**config.mk**
```make
export PLATFORM = sky130hd
export DESIGN_NAME = smx_top
export DESIGN_NICKNAME = d
export VERILOG_FILES = /design/src/smx_pkg.sv /design/src/smx_bus_cycle.sv /design/src/smx_top.sv
export VERILOG_INCLUDE_DIRS = /design/src
export SDC_FILE = /design/constraint.sdc
export NUM_CORES = 1
export LEC_CHECK = 0
export ABC_AREA = 1
export BUFFER_PORTS_ARGS = -buffer_cell sky130_fd_sc_hd__buf_2
export CAP_MARGIN = 20
export CORE_MARGIN = 2
export CORE_UTILIZATION = 45
export DETAILED_ROUTE_END_ITERATION = 7
export HOLD_SLACK_MARGIN = 0.06
export MAX_ROUTING_LAYER = met4
export PLACE_DENSITY = 0.72
export SYNTH_ARGS = -nofsm -noshare
export SYNTH_HDL_FRONTEND = slang
export SYNTH_SLANG_ARGS = --single-unit
```
**constraint.sdc**
```tcl
create_clock -name mclk -period 4.08 [get_ports mclk]
set_input_delay 0.612 -clock mclk [delete_from_list [all_inputs] [get_ports mclk]]
set_output_delay 0.612 -clock mclk [all_outputs]
set_load 0.01 [all_outputs]
```
**src/smx_cfg.svh**
```systemverilog
`ifndef SMX_CFG_SVH
`define SMX_CFG_SVH
// port c function bit positions
`define SMX_PCCFG_WR_BIT 6
`define SMX_PCCFG_RD_BIT 7
// cycle phases per processor bus cycle
`define SMX_BUS_CYC_CLKS 4
// clock output divide ratios (half periods in mclk)
`define SMX_CLKO_FAST_DIV 1
`define SMX_CLKO_SLOW_DIV 2
// oscillator restart settle time
`define SMX_OSC_SETTLE_NS 1000
`define SMX_CLK_PERIOD_NS 100
`define SMX_OSC_SETTLE_CYC ((`SMX_OSC_SETTLE_NS + `SMX_CLK_PERIOD_NS - 1) / `SMX_CLK_PERIOD_NS)
`endif

```
**src/smx_pkg.sv**
```systemverilog
package smx_pkg;
   typedef struct packed {
      logic [7:0] out;
      logic [7:0] oe_n;
   } smx_port_t;
   typedef struct packed {
      logic [15:0] addr;
      logic [7:0] wdata;
      logic rd;
      logic wr;
   } smx_mem_req_t;
   typedef enum logic [2:0] {
      SMX_RUN = 3'b001,
      SMX_SUSP = 3'b010,
      SMX_WAKE = 3'b100
   } smx_pwr_t;
endpackage

```
**src/smx_bus_cycle.sv**
```systemverilog
`timescale 1ns/1ns
`include "smx_cfg.svh"
// four-phase processor bus cycle generator with strobes
module smx_bus_cycle (
   // clock, reset and cpu enable
   input wire logic mclk,
   input wire logic sys_rst,
   input wire logic cpu_en,
   // request
   input wire smx_pkg::smx_mem_req_t req,
   output logic busy,
   // memory side
   output logic [15:0] mem_addr,
   output logic [7:0] mem_wdata,
   output logic wr_strobe_n,
   output logic rd_strobe_n
);
   import smx_pkg::*;
   logic [1:0] ph_r, ph_nxt;
   logic act_r, act_nxt;
   logic isrd_r, isrd_nxt;
   logic [15:0] addr_r, addr_nxt;
   logic [7:0] wd_r, wd_nxt;
   logic wrn_r, wrn_nxt, rdn_r, rdn_nxt;

   always_comb begin
      ph_nxt = ph_r;
      act_nxt = act_r;
      isrd_nxt = isrd_r;
      addr_nxt = addr_r;
      wd_nxt = wd_r;
      wrn_nxt = 1'b1;
      rdn_nxt = 1'b1;
      if (cpu_en) begin
         if (!act_r) begin
            if (req.rd || req.wr) begin
               act_nxt = 1'b1;
               ph_nxt = 2'h0;
               isrd_nxt = req.rd;
               addr_nxt = req.addr;
               wd_nxt = req.wdata;
            end
         end else begin
            // strobe held in the middle two phases of four; see
            ph_nxt = ph_r + 2'h1;
            if (ph_r == 2'(`SMX_BUS_CYC_CLKS - 1)) begin
               act_nxt = 1'b0;
            end
         end
      end
      if (act_nxt && (ph_nxt == 2'h1 || ph_nxt == 2'h2)) begin
         rdn_nxt = !isrd_nxt;
         wrn_nxt = isrd_nxt;
      end
   end

   always_ff @(posedge mclk or posedge sys_rst) begin
      if (sys_rst) begin
         ph_r <= 2'h0;
         act_r <= 1'b0;
         isrd_r <= 1'b0;
         addr_r <= 16'h0000;
         wd_r <= 8'h00;
         wrn_r <= 1'b1;
         rdn_r <= 1'b1;
      end else begin
         ph_r <= ph_nxt;
         act_r <= act_nxt;
         isrd_r <= isrd_nxt;
         addr_r <= addr_nxt;
         wd_r <= wd_nxt;
         wrn_r <= wrn_nxt;
         rdn_r <= rdn_nxt;
      end
   end

   assign busy = act_r;
   assign mem_addr = addr_r;   // separate address bus; see
   assign mem_wdata = wd_r;
   assign wr_strobe_n = wrn_r;
   assign rd_strobe_n = rdn_r;
endmodule

```
**src/smx_top.sv**
```systemverilog
`timescale 1ns/1ns
`include "smx_cfg.svh"
// Functional notes
// port c bit six is general io when the write select bit is 0, else the write strobe.
// port c bit seven is general io when the read select bit is 0, else the read strobe.
// the clock output runs at twice the slow rate, or at the slow rate in slow cpu mode.
// the clock output pin is not driven while the clock output enable bit is 0.
// a falling wake edge during suspend restarts the oscillator and interrupts the cpu.
// while wake is held low the device does not enter suspend.
// the speed strap selects slow cpu speed when high and fast when low.
// each processor bus cycle lasts four clock periods.
// external memory uses a sixteen bit address bus apart from the data bus.
// a pin in strobe mode ignores its port latch and output enable.
module smx_top #(
   parameter int SETTLE_CYC = `SMX_OSC_SETTLE_CYC
) (
   // clock and reset
   input wire logic mclk,
   input wire logic sys_rst,
   // configuration
   input wire logic [7:0] port_c_function_config,
   input wire logic clock_output_enable,
   input wire logic cpu_speed_strap,
   // port c general io
   input wire smx_pkg::smx_port_t port_c_gpio,
   input wire logic [7:0] port_c_pin_in,
   output smx_pkg::smx_port_t port_c_pin,
   output logic [7:0] port_c_state,
   // processor memory request
   input wire smx_pkg::smx_mem_req_t mem_req,
   output logic mem_busy,
   output logic [15:0] mem_addr,
   output logic [7:0] mem_wdata,
   // clock output pin
   output logic clock_output_pin,
   output logic clock_output_oe_n,
   // power control
   input wire logic wake_n,
   input wire logic suspend_req,
   output logic osc_run,
   output logic wake_irq,
   output logic cpu_slow
);
   import smx_pkg::*;

   ////////////////////////////////////////////////////////////////////////////
   // pin synchronisers
   logic [7:0] pin_s1_r, pin_s2_r;
   logic strap_s1_r, strap_s2_r, wake_s1_r, wake_s2_r, wake_d_r;
   always_ff @(posedge mclk or posedge sys_rst) begin
      if (sys_rst) begin
         pin_s1_r <= 8'h00;
         pin_s2_r <= 8'h00;
         strap_s1_r <= 1'b0;
         strap_s2_r <= 1'b0;
         wake_s1_r <= 1'b1;
         wake_s2_r <= 1'b1;
         wake_d_r <= 1'b1;
      end else begin
         pin_s1_r <= port_c_pin_in;
         pin_s2_r <= pin_s1_r;
         strap_s1_r <= cpu_speed_strap;
         strap_s2_r <= strap_s1_r;
         wake_s1_r <= wake_n;
         wake_s2_r <= wake_s1_r;
         wake_d_r <= wake_s2_r;
      end
   end
   assign port_c_state = pin_s2_r;

   ////////////////////////////////////////////////////////////////////////////
   // speed strap, caught once after reset release
   logic slow_r, slow_nxt, strap_done_r, strap_done_nxt;
   logic [1:0] strap_wait_r, strap_wait_nxt;
   always_comb begin
      slow_nxt = slow_r;
      strap_done_nxt = strap_done_r;
      strap_wait_nxt = strap_wait_r;
      if (strap_wait_r != 2'h3) begin
         strap_wait_nxt = strap_wait_r + 2'h1;
      end else if (!strap_done_r) begin
         slow_nxt = strap_s2_r;   // high means slow; see
         strap_done_nxt = 1'b1;
      end
   end
   always_ff @(posedge mclk or posedge sys_rst) begin
      if (sys_rst) begin
         slow_r <= 1'b0;
         strap_done_r <= 1'b0;
         strap_wait_r <= 2'h0;
      end else begin
         slow_r <= slow_nxt;
         strap_done_r <= strap_done_nxt;
         strap_wait_r <= strap_wait_nxt;
      end
   end
   assign cpu_slow = slow_r;

   ////////////////////////////////////////////////////////////////////////////
   // power state
   smx_pwr_t pwr_r, pwr_nxt;
   logic [15:0] settle_r, settle_nxt;
   logic irq_nxt, irq_r;
   logic wake_fall;
   assign wake_fall = wake_d_r && !wake_s2_r;
   always_comb begin
      pwr_nxt = pwr_r;
      settle_nxt = settle_r;
      irq_nxt = 1'b0;
      unique case (pwr_r)
         SMX_RUN: begin
            if (suspend_req && wake_s2_r) begin
               pwr_nxt = SMX_SUSP;
            end
         end
         SMX_SUSP: begin
            if (wake_fall) begin
               pwr_nxt = SMX_WAKE;
               settle_nxt = 16'(SETTLE_CYC);
            end
         end
         SMX_WAKE: begin
            if (settle_r <= 16'h0001) begin
               pwr_nxt = SMX_RUN;
               irq_nxt = 1'b1;
            end else begin
               settle_nxt = settle_r - 16'h0001;
            end
         end
      endcase
   end
   always_ff @(posedge mclk or posedge sys_rst) begin
      if (sys_rst) begin
         pwr_r <= SMX_RUN;
         settle_r <= 16'h0000;
         irq_r <= 1'b0;
      end else begin
         pwr_r <= pwr_nxt;
         settle_r <= settle_nxt;
         irq_r <= irq_nxt;
      end
   end
   assign osc_run = (pwr_r != SMX_SUSP);
   assign wake_irq = irq_r;

   ////////////////////////////////////////////////////////////////////////////
   // clock output divider and cpu enable
   logic [1:0] div_r, div_nxt;
   logic clko_r, clko_nxt;
   logic cpu_en;
   always_comb begin
      clko_nxt = clko_r;
      div_nxt = div_r + 2'h1;
      // half period of one or two mclk; see
      if (div_nxt >= (slow_r ? 2'(`SMX_CLKO_SLOW_DIV) : 2'(`SMX_CLKO_FAST_DIV))) begin
         div_nxt = 2'h0;
         clko_nxt = !clko_r;
      end
      if (!osc_run) begin
         div_nxt = 2'h0;
         clko_nxt = 1'b0;
      end
   end
   always_ff @(posedge mclk or posedge sys_rst) begin
      if (sys_rst) begin
         div_r <= 2'h0;
         clko_r <= 1'b0;
      end else begin
         div_r <= div_nxt;
         clko_r <= clko_nxt;
      end
   end
   assign cpu_en = osc_run && (!slow_r || div_r == 2'h0);
   assign clock_output_pin = clko_r;
   assign clock_output_oe_n = !clock_output_enable;

   ////////////////////////////////////////////////////////////////////////////
   // memory bus cycle
   logic wr_n, rd_n;
   smx_bus_cycle u_bus (
      .mclk(mclk),
      .sys_rst(sys_rst),
      .cpu_en(cpu_en),
      .req(mem_req),
      .busy(mem_busy),
      .mem_addr(mem_addr),
      .mem_wdata(mem_wdata),
      .wr_strobe_n(wr_n),
      .rd_strobe_n(rd_n)
   );

   ////////////////////////////////////////////////////////////////////////////
   // port c pin mux
   always_comb begin
      port_c_pin = port_c_gpio;
      if (port_c_function_config[`SMX_PCCFG_WR_BIT]) begin
         port_c_pin.out[`SMX_PCCFG_WR_BIT] = wr_n;
         port_c_pin.oe_n[`SMX_PCCFG_WR_BIT] = 1'b0;
      end
      if (port_c_function_config[`SMX_PCCFG_RD_BIT]) begin
         port_c_pin.out[`SMX_PCCFG_RD_BIT] = rd_n;
         port_c_pin.oe_n[`SMX_PCCFG_RD_BIT] = 1'b0;
      end
   end

   ////////////////////////////////////////////////////////////////////////////
   // checks
   property p_no_susp_wake_low;
      @(posedge mclk) disable iff (sys_rst)
      (pwr_r == SMX_RUN && !wake_s2_r) |=> pwr_r != SMX_SUSP;
   endproperty
   a_no_susp_wake_low: assert property (p_no_susp_wake_low) else $error("suspend with wake low");
   property p_wake_restart;
      @(posedge mclk) disable iff (sys_rst)
      (pwr_r == SMX_SUSP && wake_fall) |=> osc_run;
   endproperty
   a_wake_restart: assert property (p_wake_restart) else $error("wake did not restart");
   property p_irq_run;
      @(posedge mclk) disable iff (sys_rst)
      wake_irq |-> pwr_r == SMX_RUN && $past(pwr_r) == SMX_WAKE;
   endproperty
   a_irq_run: assert property (p_irq_run) else $error("irq without wake");
   property p_clko_oe;
      @(posedge mclk) disable iff (sys_rst)
      !clock_output_enable |-> clock_output_oe_n;
   endproperty
   a_clko_oe: assert property (p_clko_oe) else $error("clock pin driven while off");
   property p_clko_fast;
      @(posedge mclk) disable iff (sys_rst)
      (osc_run && !slow_r && $past(osc_run) && strap_done_r) |-> clko_r != $past(clko_r);
   endproperty
   a_clko_fast: assert property (p_clko_fast) else $error("fast clock not toggling");
   property p_wr_mux;
      @(posedge mclk) disable iff (sys_rst)
      port_c_function_config[6] |-> port_c_pin.out[6] == wr_n && !port_c_pin.oe_n[6];
   endproperty
   a_wr_mux: assert property (p_wr_mux) else $error("write strobe not on pin");
   property p_rd_mux;
      @(posedge mclk) disable iff (sys_rst)
      !port_c_function_config[7] |-> port_c_pin.out[7] == port_c_gpio.out[7];
   endproperty
   a_rd_mux: assert property (p_rd_mux) else $error("gpio not on pin seven");
   property p_cycle_len;
      @(posedge mclk) disable iff (sys_rst)
      ($rose(mem_busy) && !slow_r && osc_run) |-> mem_busy [*4] ##1 !mem_busy;
   endproperty
   a_cycle_len: assert property (p_cycle_len) else $error("bus cycle not four");
   property p_strap;
      @(posedge mclk) disable iff (sys_rst)
      $rose(strap_done_r) |-> slow_r == strap_s2_r;
   endproperty
   a_strap: assert property (p_strap) else $error("strap not captured");
endmodule

```
Word-level counts from Yosys, hierarchy flattened:

Index checks and enable logic that the tools add are counted.

* register bits after elaboration: 78
* bits in latches: 0
* memory bits (writable): 0
* bits in read-only memories: 0
* input bits: 64
* word-level logic and storage cells: 92
* memories kept: 0

* $add $sub $neg: 4
* multipliers: 0
* div/mod/pow operators: 0
* magnitude comparators: 2
* equality and inequality tests: 13
* shifts and indexed selects: 0
* muxes and demuxes: 30
* bitwise operators: 3
* reduce and logical (&&, ||, !) cells: 18

Operator list (count)
* 16-bit 2-to-1 mux: 2
* 16-bit case mux with 2 select lines: 1
* 1-bit 2-to-1 mux: 17
* 16-bit by 1-bit less-or-equal comparator with 1-bit output, second input constant: 1
* 16-bit by 1-bit subtractor with 16-bit output, second input constant: 1
* 2-bit 2-to-1 mux: 6
* 2-bit inequality test, second input constant: 5
* 3-bit 2-to-1 mux: 3
* 3-bit case mux with 3 select lines: 1
* 3-bit AND reduction: 3
* 2-bit by 1-bit adder with 2-bit output, second input constant: 3
* 1-bit logical NOT: 5
* 2-bit equality test, second input constant: 2
* 1-bit logical AND: 4
* 3-bit by 1-bit equality test with 1-bit output, second input constant: 1
* 3-bit by 2-bit equality test with 1-bit output, second input constant: 1
* 3-bit equality test, second input constant: 1
* 1-bit logical OR: 3
* 3-bit by 2-bit inequality test with 1-bit output, second input constant: 1
* 1-bit NOT: 3
* 2-bit by 1-bit equality test with 1-bit output, second input constant: 1
* 2-bit greater-or-equal comparator: 1
* 2-bit logical NOT: 1
* 2-bit by 1-bit inequality test with 1-bit output, second input constant: 1
* other kinds (2): 2

Logic depth before layout (Yosys ltp):

* depth after elaboration: 8
* mapped depth: 11
* gate-level depth less buffers: 11

Cells and area by module:

From an unflattened synthesis, not the netlist that was laid out.

* cell total of the unflattened synthesis: 397
* area total of the unflattened synthesis: 3654.8 sq um

Modules (own cells, without submodules)
* smx_top: times used 1, cells each 258, area an instance 2323.5 sq um, sequential area each 1206.2 sq um
* smx_bus_cycle: times used 1, cells each 139, area an instance 1331.3 sq um, sequential area each 753.2 sq um

Worst setup path after synthesis:

No wires, ideal clock.

* path type: input to output
* start: input port port_c_function_config[6]
* end: output port port_c_pin[14] (netlist bit)
* arrival time: 947 ps
* slack: 2521 ps
* stages on the path: 1
* cell sequence: mux2_2

* cells in the longest elaborated chain, start to end: 1

RTL lines
* start: declaration: RTL line smx_top.sv:21 `input wire logic [7:0] port_c_function_config,`
* 1-bit 2-to-1 mux: RTL line smx_top.sv:196 `` if (port_c_function_config[`SMX_PCCFG_WR_BIT]) begin ``
* end: declaration: RTL line smx_top.sv:27 `output smx_pkg::smx_port_t port_c_pin,`

Every way passes these cells.

Worst setup path after layout:

* start: register pwr_r[1]
* end: register settle_r[15]

* cells in the longest elaborated chain, start to end: 3
* elaborated cells between the ends (all ways): 7
* classes of those cells: eq/ne: 4; mux: 1; reduce/logical: 2

RTL lines
* start: declaration: RTL line smx_top.sv:101 `smx_pwr_t pwr_r, pwr_nxt;`
* start signal: assignment: RTL line smx_top.sv:138 `pwr_r <= pwr_nxt;`
* 3-bit equality test or 3-bit by 2-bit equality test with 1-bit output (tied branches): RTL line smx_top.sv:110 `unique case (pwr_r)`
* 2-bit inequality test (no source line) or 2-bit nonzero test (tied branches)
* 3-bit AND reduction (no source line)
* end signal: assignment: RTL line smx_top.sv:139 `settle_r <= settle_nxt;`
* end: declaration: RTL line smx_top.sv:102 `logic [15:0] settle_r, settle_nxt;`

Parallel ways exist; a longest one is shown, timed or not.
A chain may end at the register's enable or synchronous reset.

==> impl_metrics.toml <==
[outcome]
status = "finished clean"

[clock_tree]
insertion_delay_ns = 0.35
postCtsSetupRepairBufs = 0
path_clk_slew_ns = 0.07
cts_buffer_depth = 2
cts_tree = "yes"
htree_levels = 3
cts_hold_buf = 0
post_cts_resized = 0
cts_made_buffers = 9
cts_root_buffer = "clkbuf_8"
clkSinkCount = 78

[yosys]
synth_area_mm2 = 0.00364
synth_top_area_share_pct = 49.5
synth_area_leaders = "dfrtp_1 50%, nand2_1 11%, inv_1 6.5%"
ys.flop_type = "dfrtp_1"
synthArstFlopShare_pct = 100
ys_ff_latch = 78
synth_top_cell_by_area = "dfrtp_1"
syn-num-nets = 481
synth_edf_count = 0
synthDistinctLibCells = 31
ys_seq_area_share_pct = 53.8
syn_inst = 410
synth.avg_cell_area_um2 = 8.88
yosysWarnings = 0

[timing]
whs_ns = 0.352
max_freq_mhz = 489
layout_worst_path_cycle_share_pct = 50.1
fin_crit_ns = 2.05
drv_slew = 0
tns_ns = 0
setup_slack_ns = 2.03
hold_viol = 0
tightest_slew_ns = 0.781
fin_worst_skew_ns = 0.0103
slew-limit-headroom_pct = 47.7
rsz0062_at_grt = "no"
finalSetupViolCount = 0

[layout]
postLayoutCellArea_mm2 = 0.00426
areaGrowthSynthToFinish_pct = 16.9
mostFrequentLayoutCells = "110 x nand2_1, 87 x buf_2, 72 x dfrtp_1, 62 x inv_1, 30 x nor2_1"
fillers = 729
n_antenna_cell = 0
fin_nets = 560
mostFrequentLayoutCell = "nand2_1"
layout-drive-gt1-share_pct = 29.0

[global_route]
grt_pass1_vias = 2726
grt_overflow_total = 0
grtUsageTotal_pct = 17.3
grt_pass1_wl_um = 11800
grt_max_degree = 50
antenna_found_initial = 0

[drt]
drt_iter0_markers = 74
dr.pass1.iters = 4
drtAntennaViolNets = 0
num_vias = 2782
drc = 0
routed_via_density = 4.68
wl_per_cell_um = 11.5
wl_um = 6840

[place]
place_area_mm2 = 0.00405
port-buffer-count = 87
place.gp.congestion = 0.874
dp_hpwl_um = 4940
dp_slack_ns = 2.01

[critical_path]
reg2reg_from = "pwr_r[1]"
r2r_end = "settle_r[15]"
critPathArrivalTime_ns = 2.31
cp_max_fo = 21
path_class = "reg2reg"
reg2reg_depth = 5
reg2reg_setup_slack_ns = 2.03
critPathRequiredTime_ns = 4.34
cp-start-kind = "flip-flop"
end_kind = "flip-flop"

[floorplanning]
die_x_um = 93.9
die_area_mm2 = 0.00882
io_pins = 118
rows = 32
start_util_pct = 46.9
coreArea_mm2 = 0.00777
die_y_um = 93.9

[min_path]
hp-start = "pin_s1_r[4]"
whs_path_depth = 0
worstHoldPathType = "reg2reg"
holdPathEnd = "port_c_state[4]"

[power]
ir_drop_mv = 0.503
p_leak_nw = 2.33
p_per_area_mw_per_mm2 = 684

[flow_run]
drv_cap = 0
how the worst max path moves through the flow:
| stage | to | slack, ns | startpoint |
|---|---|---|---|
| CTS | settle_r[15] | 2.03 | pwr_r[1] |
| global placement | u_bus.wr_strobe_n | 2.07 | mem_req[1] |
| finish | settle_r[15] | 2.03 | pwr_r[1] |
| floorplan | clock_output_pin | 1.48 | sys_rst |
| detailed placement | u_bus.wr_strobe_n | 2.01 | mem_req[1] |
| global route | settle_r[5] | 1.91 | pwr_r[1] |
per-layer routing:
| metal | track usage (%) | share of wire (%) | vias to the layer above |
|---|---|---|---|
| li1 | - | - | 1412 |
| met1 | 21.1 | 46 | 1273 |
| met2 | 27.8 | 47 | 91 |
| met3 | 5.30 | 6.5 | 6 |
| met4 | 5.07 | 0.58 | 0 |
| met5 | - | 0 | - |
synthesized netlist by cell type (all sizes together) (3+ instances only):
| cell | instances |
|---|---|
| nand3 | 27 |
| dfstp | 6 |
| dfrtp | 72 |
| buf | 19 |
| nand2 | 115 |
| nand4 | 4 |
| ha | 7 |
| xor2 | 3 |
| o21ai | 41 |
| inv | 64 |
| a21oi | 5 |
| nor2 | 36 |
| nor3 | 3 |
sequential cells by signal, summed over array words and instances (netlist names), 2 cells and up:
name,flops
div_r,2
pin_s1_r,8
port_c_state,8
pwr_r,3
settle_r,16
strap_wait_r,2
u_bus.mem_addr,16
u_bus.mem_wdata,8
u_bus.ph_r,2
through the flow:
stage,total power [mW],instances,utilization (%)
after floorplan,2.06,410,-
after global placement,2.28,579,52.1
after detailed placement,2.35,579,52.1
after CTS,2.93,594,54.5
after global routing,3.16,595,54.8
final,2.91,595,54.8
worst max-delay path: stages, from the launching register on:
cell and delay [ns]:
dfrtp_1 0.45, nor3_4 0.67, nand3_2 0.21, nand2_2 0.41
nand2_1 0.14, o21ai_2 0.08
cell families (layout without fill, tap and decap cells):
| family | Yosys count | in the layout | share of synthesized area, % |
|---|---|---|---|
| compound gates | 47 | 47 | 8.49 |
| xor+xnor | 5 | 5 | 1.20 |
| fa+ha+maj | 7 | 7 | 2.41 |
| buf+inv | 85 | 168 | 11.1 |
| flops | 78 | 78 | 53.8 |
| mux | 2 | 2 | 0.619 |
| simple gates | 186 | 186 | 22.3 |
power by group:
group          internal [mW]  total, mW  leakage [nW]  switching [mW]
sequential             0.983       1.13         0.951           0.147
combinational          0.443       1.21          1.29           0.771
clock                  0.298      0.567        0.0927           0.269
layout make-up:
cell class                 count  area (um^2)  area share [%]
clock inverter                 3         46.3            1.09
clock buffer                  12          145            3.41
tap                          102          128            3.00
timing repair buffer          89          463            10.9
sequential                    78         1960            46.0
inverter                      64          240            5.64
multi-input combinational    247         1270            30.0
Power figures use the tool's default switching activity.
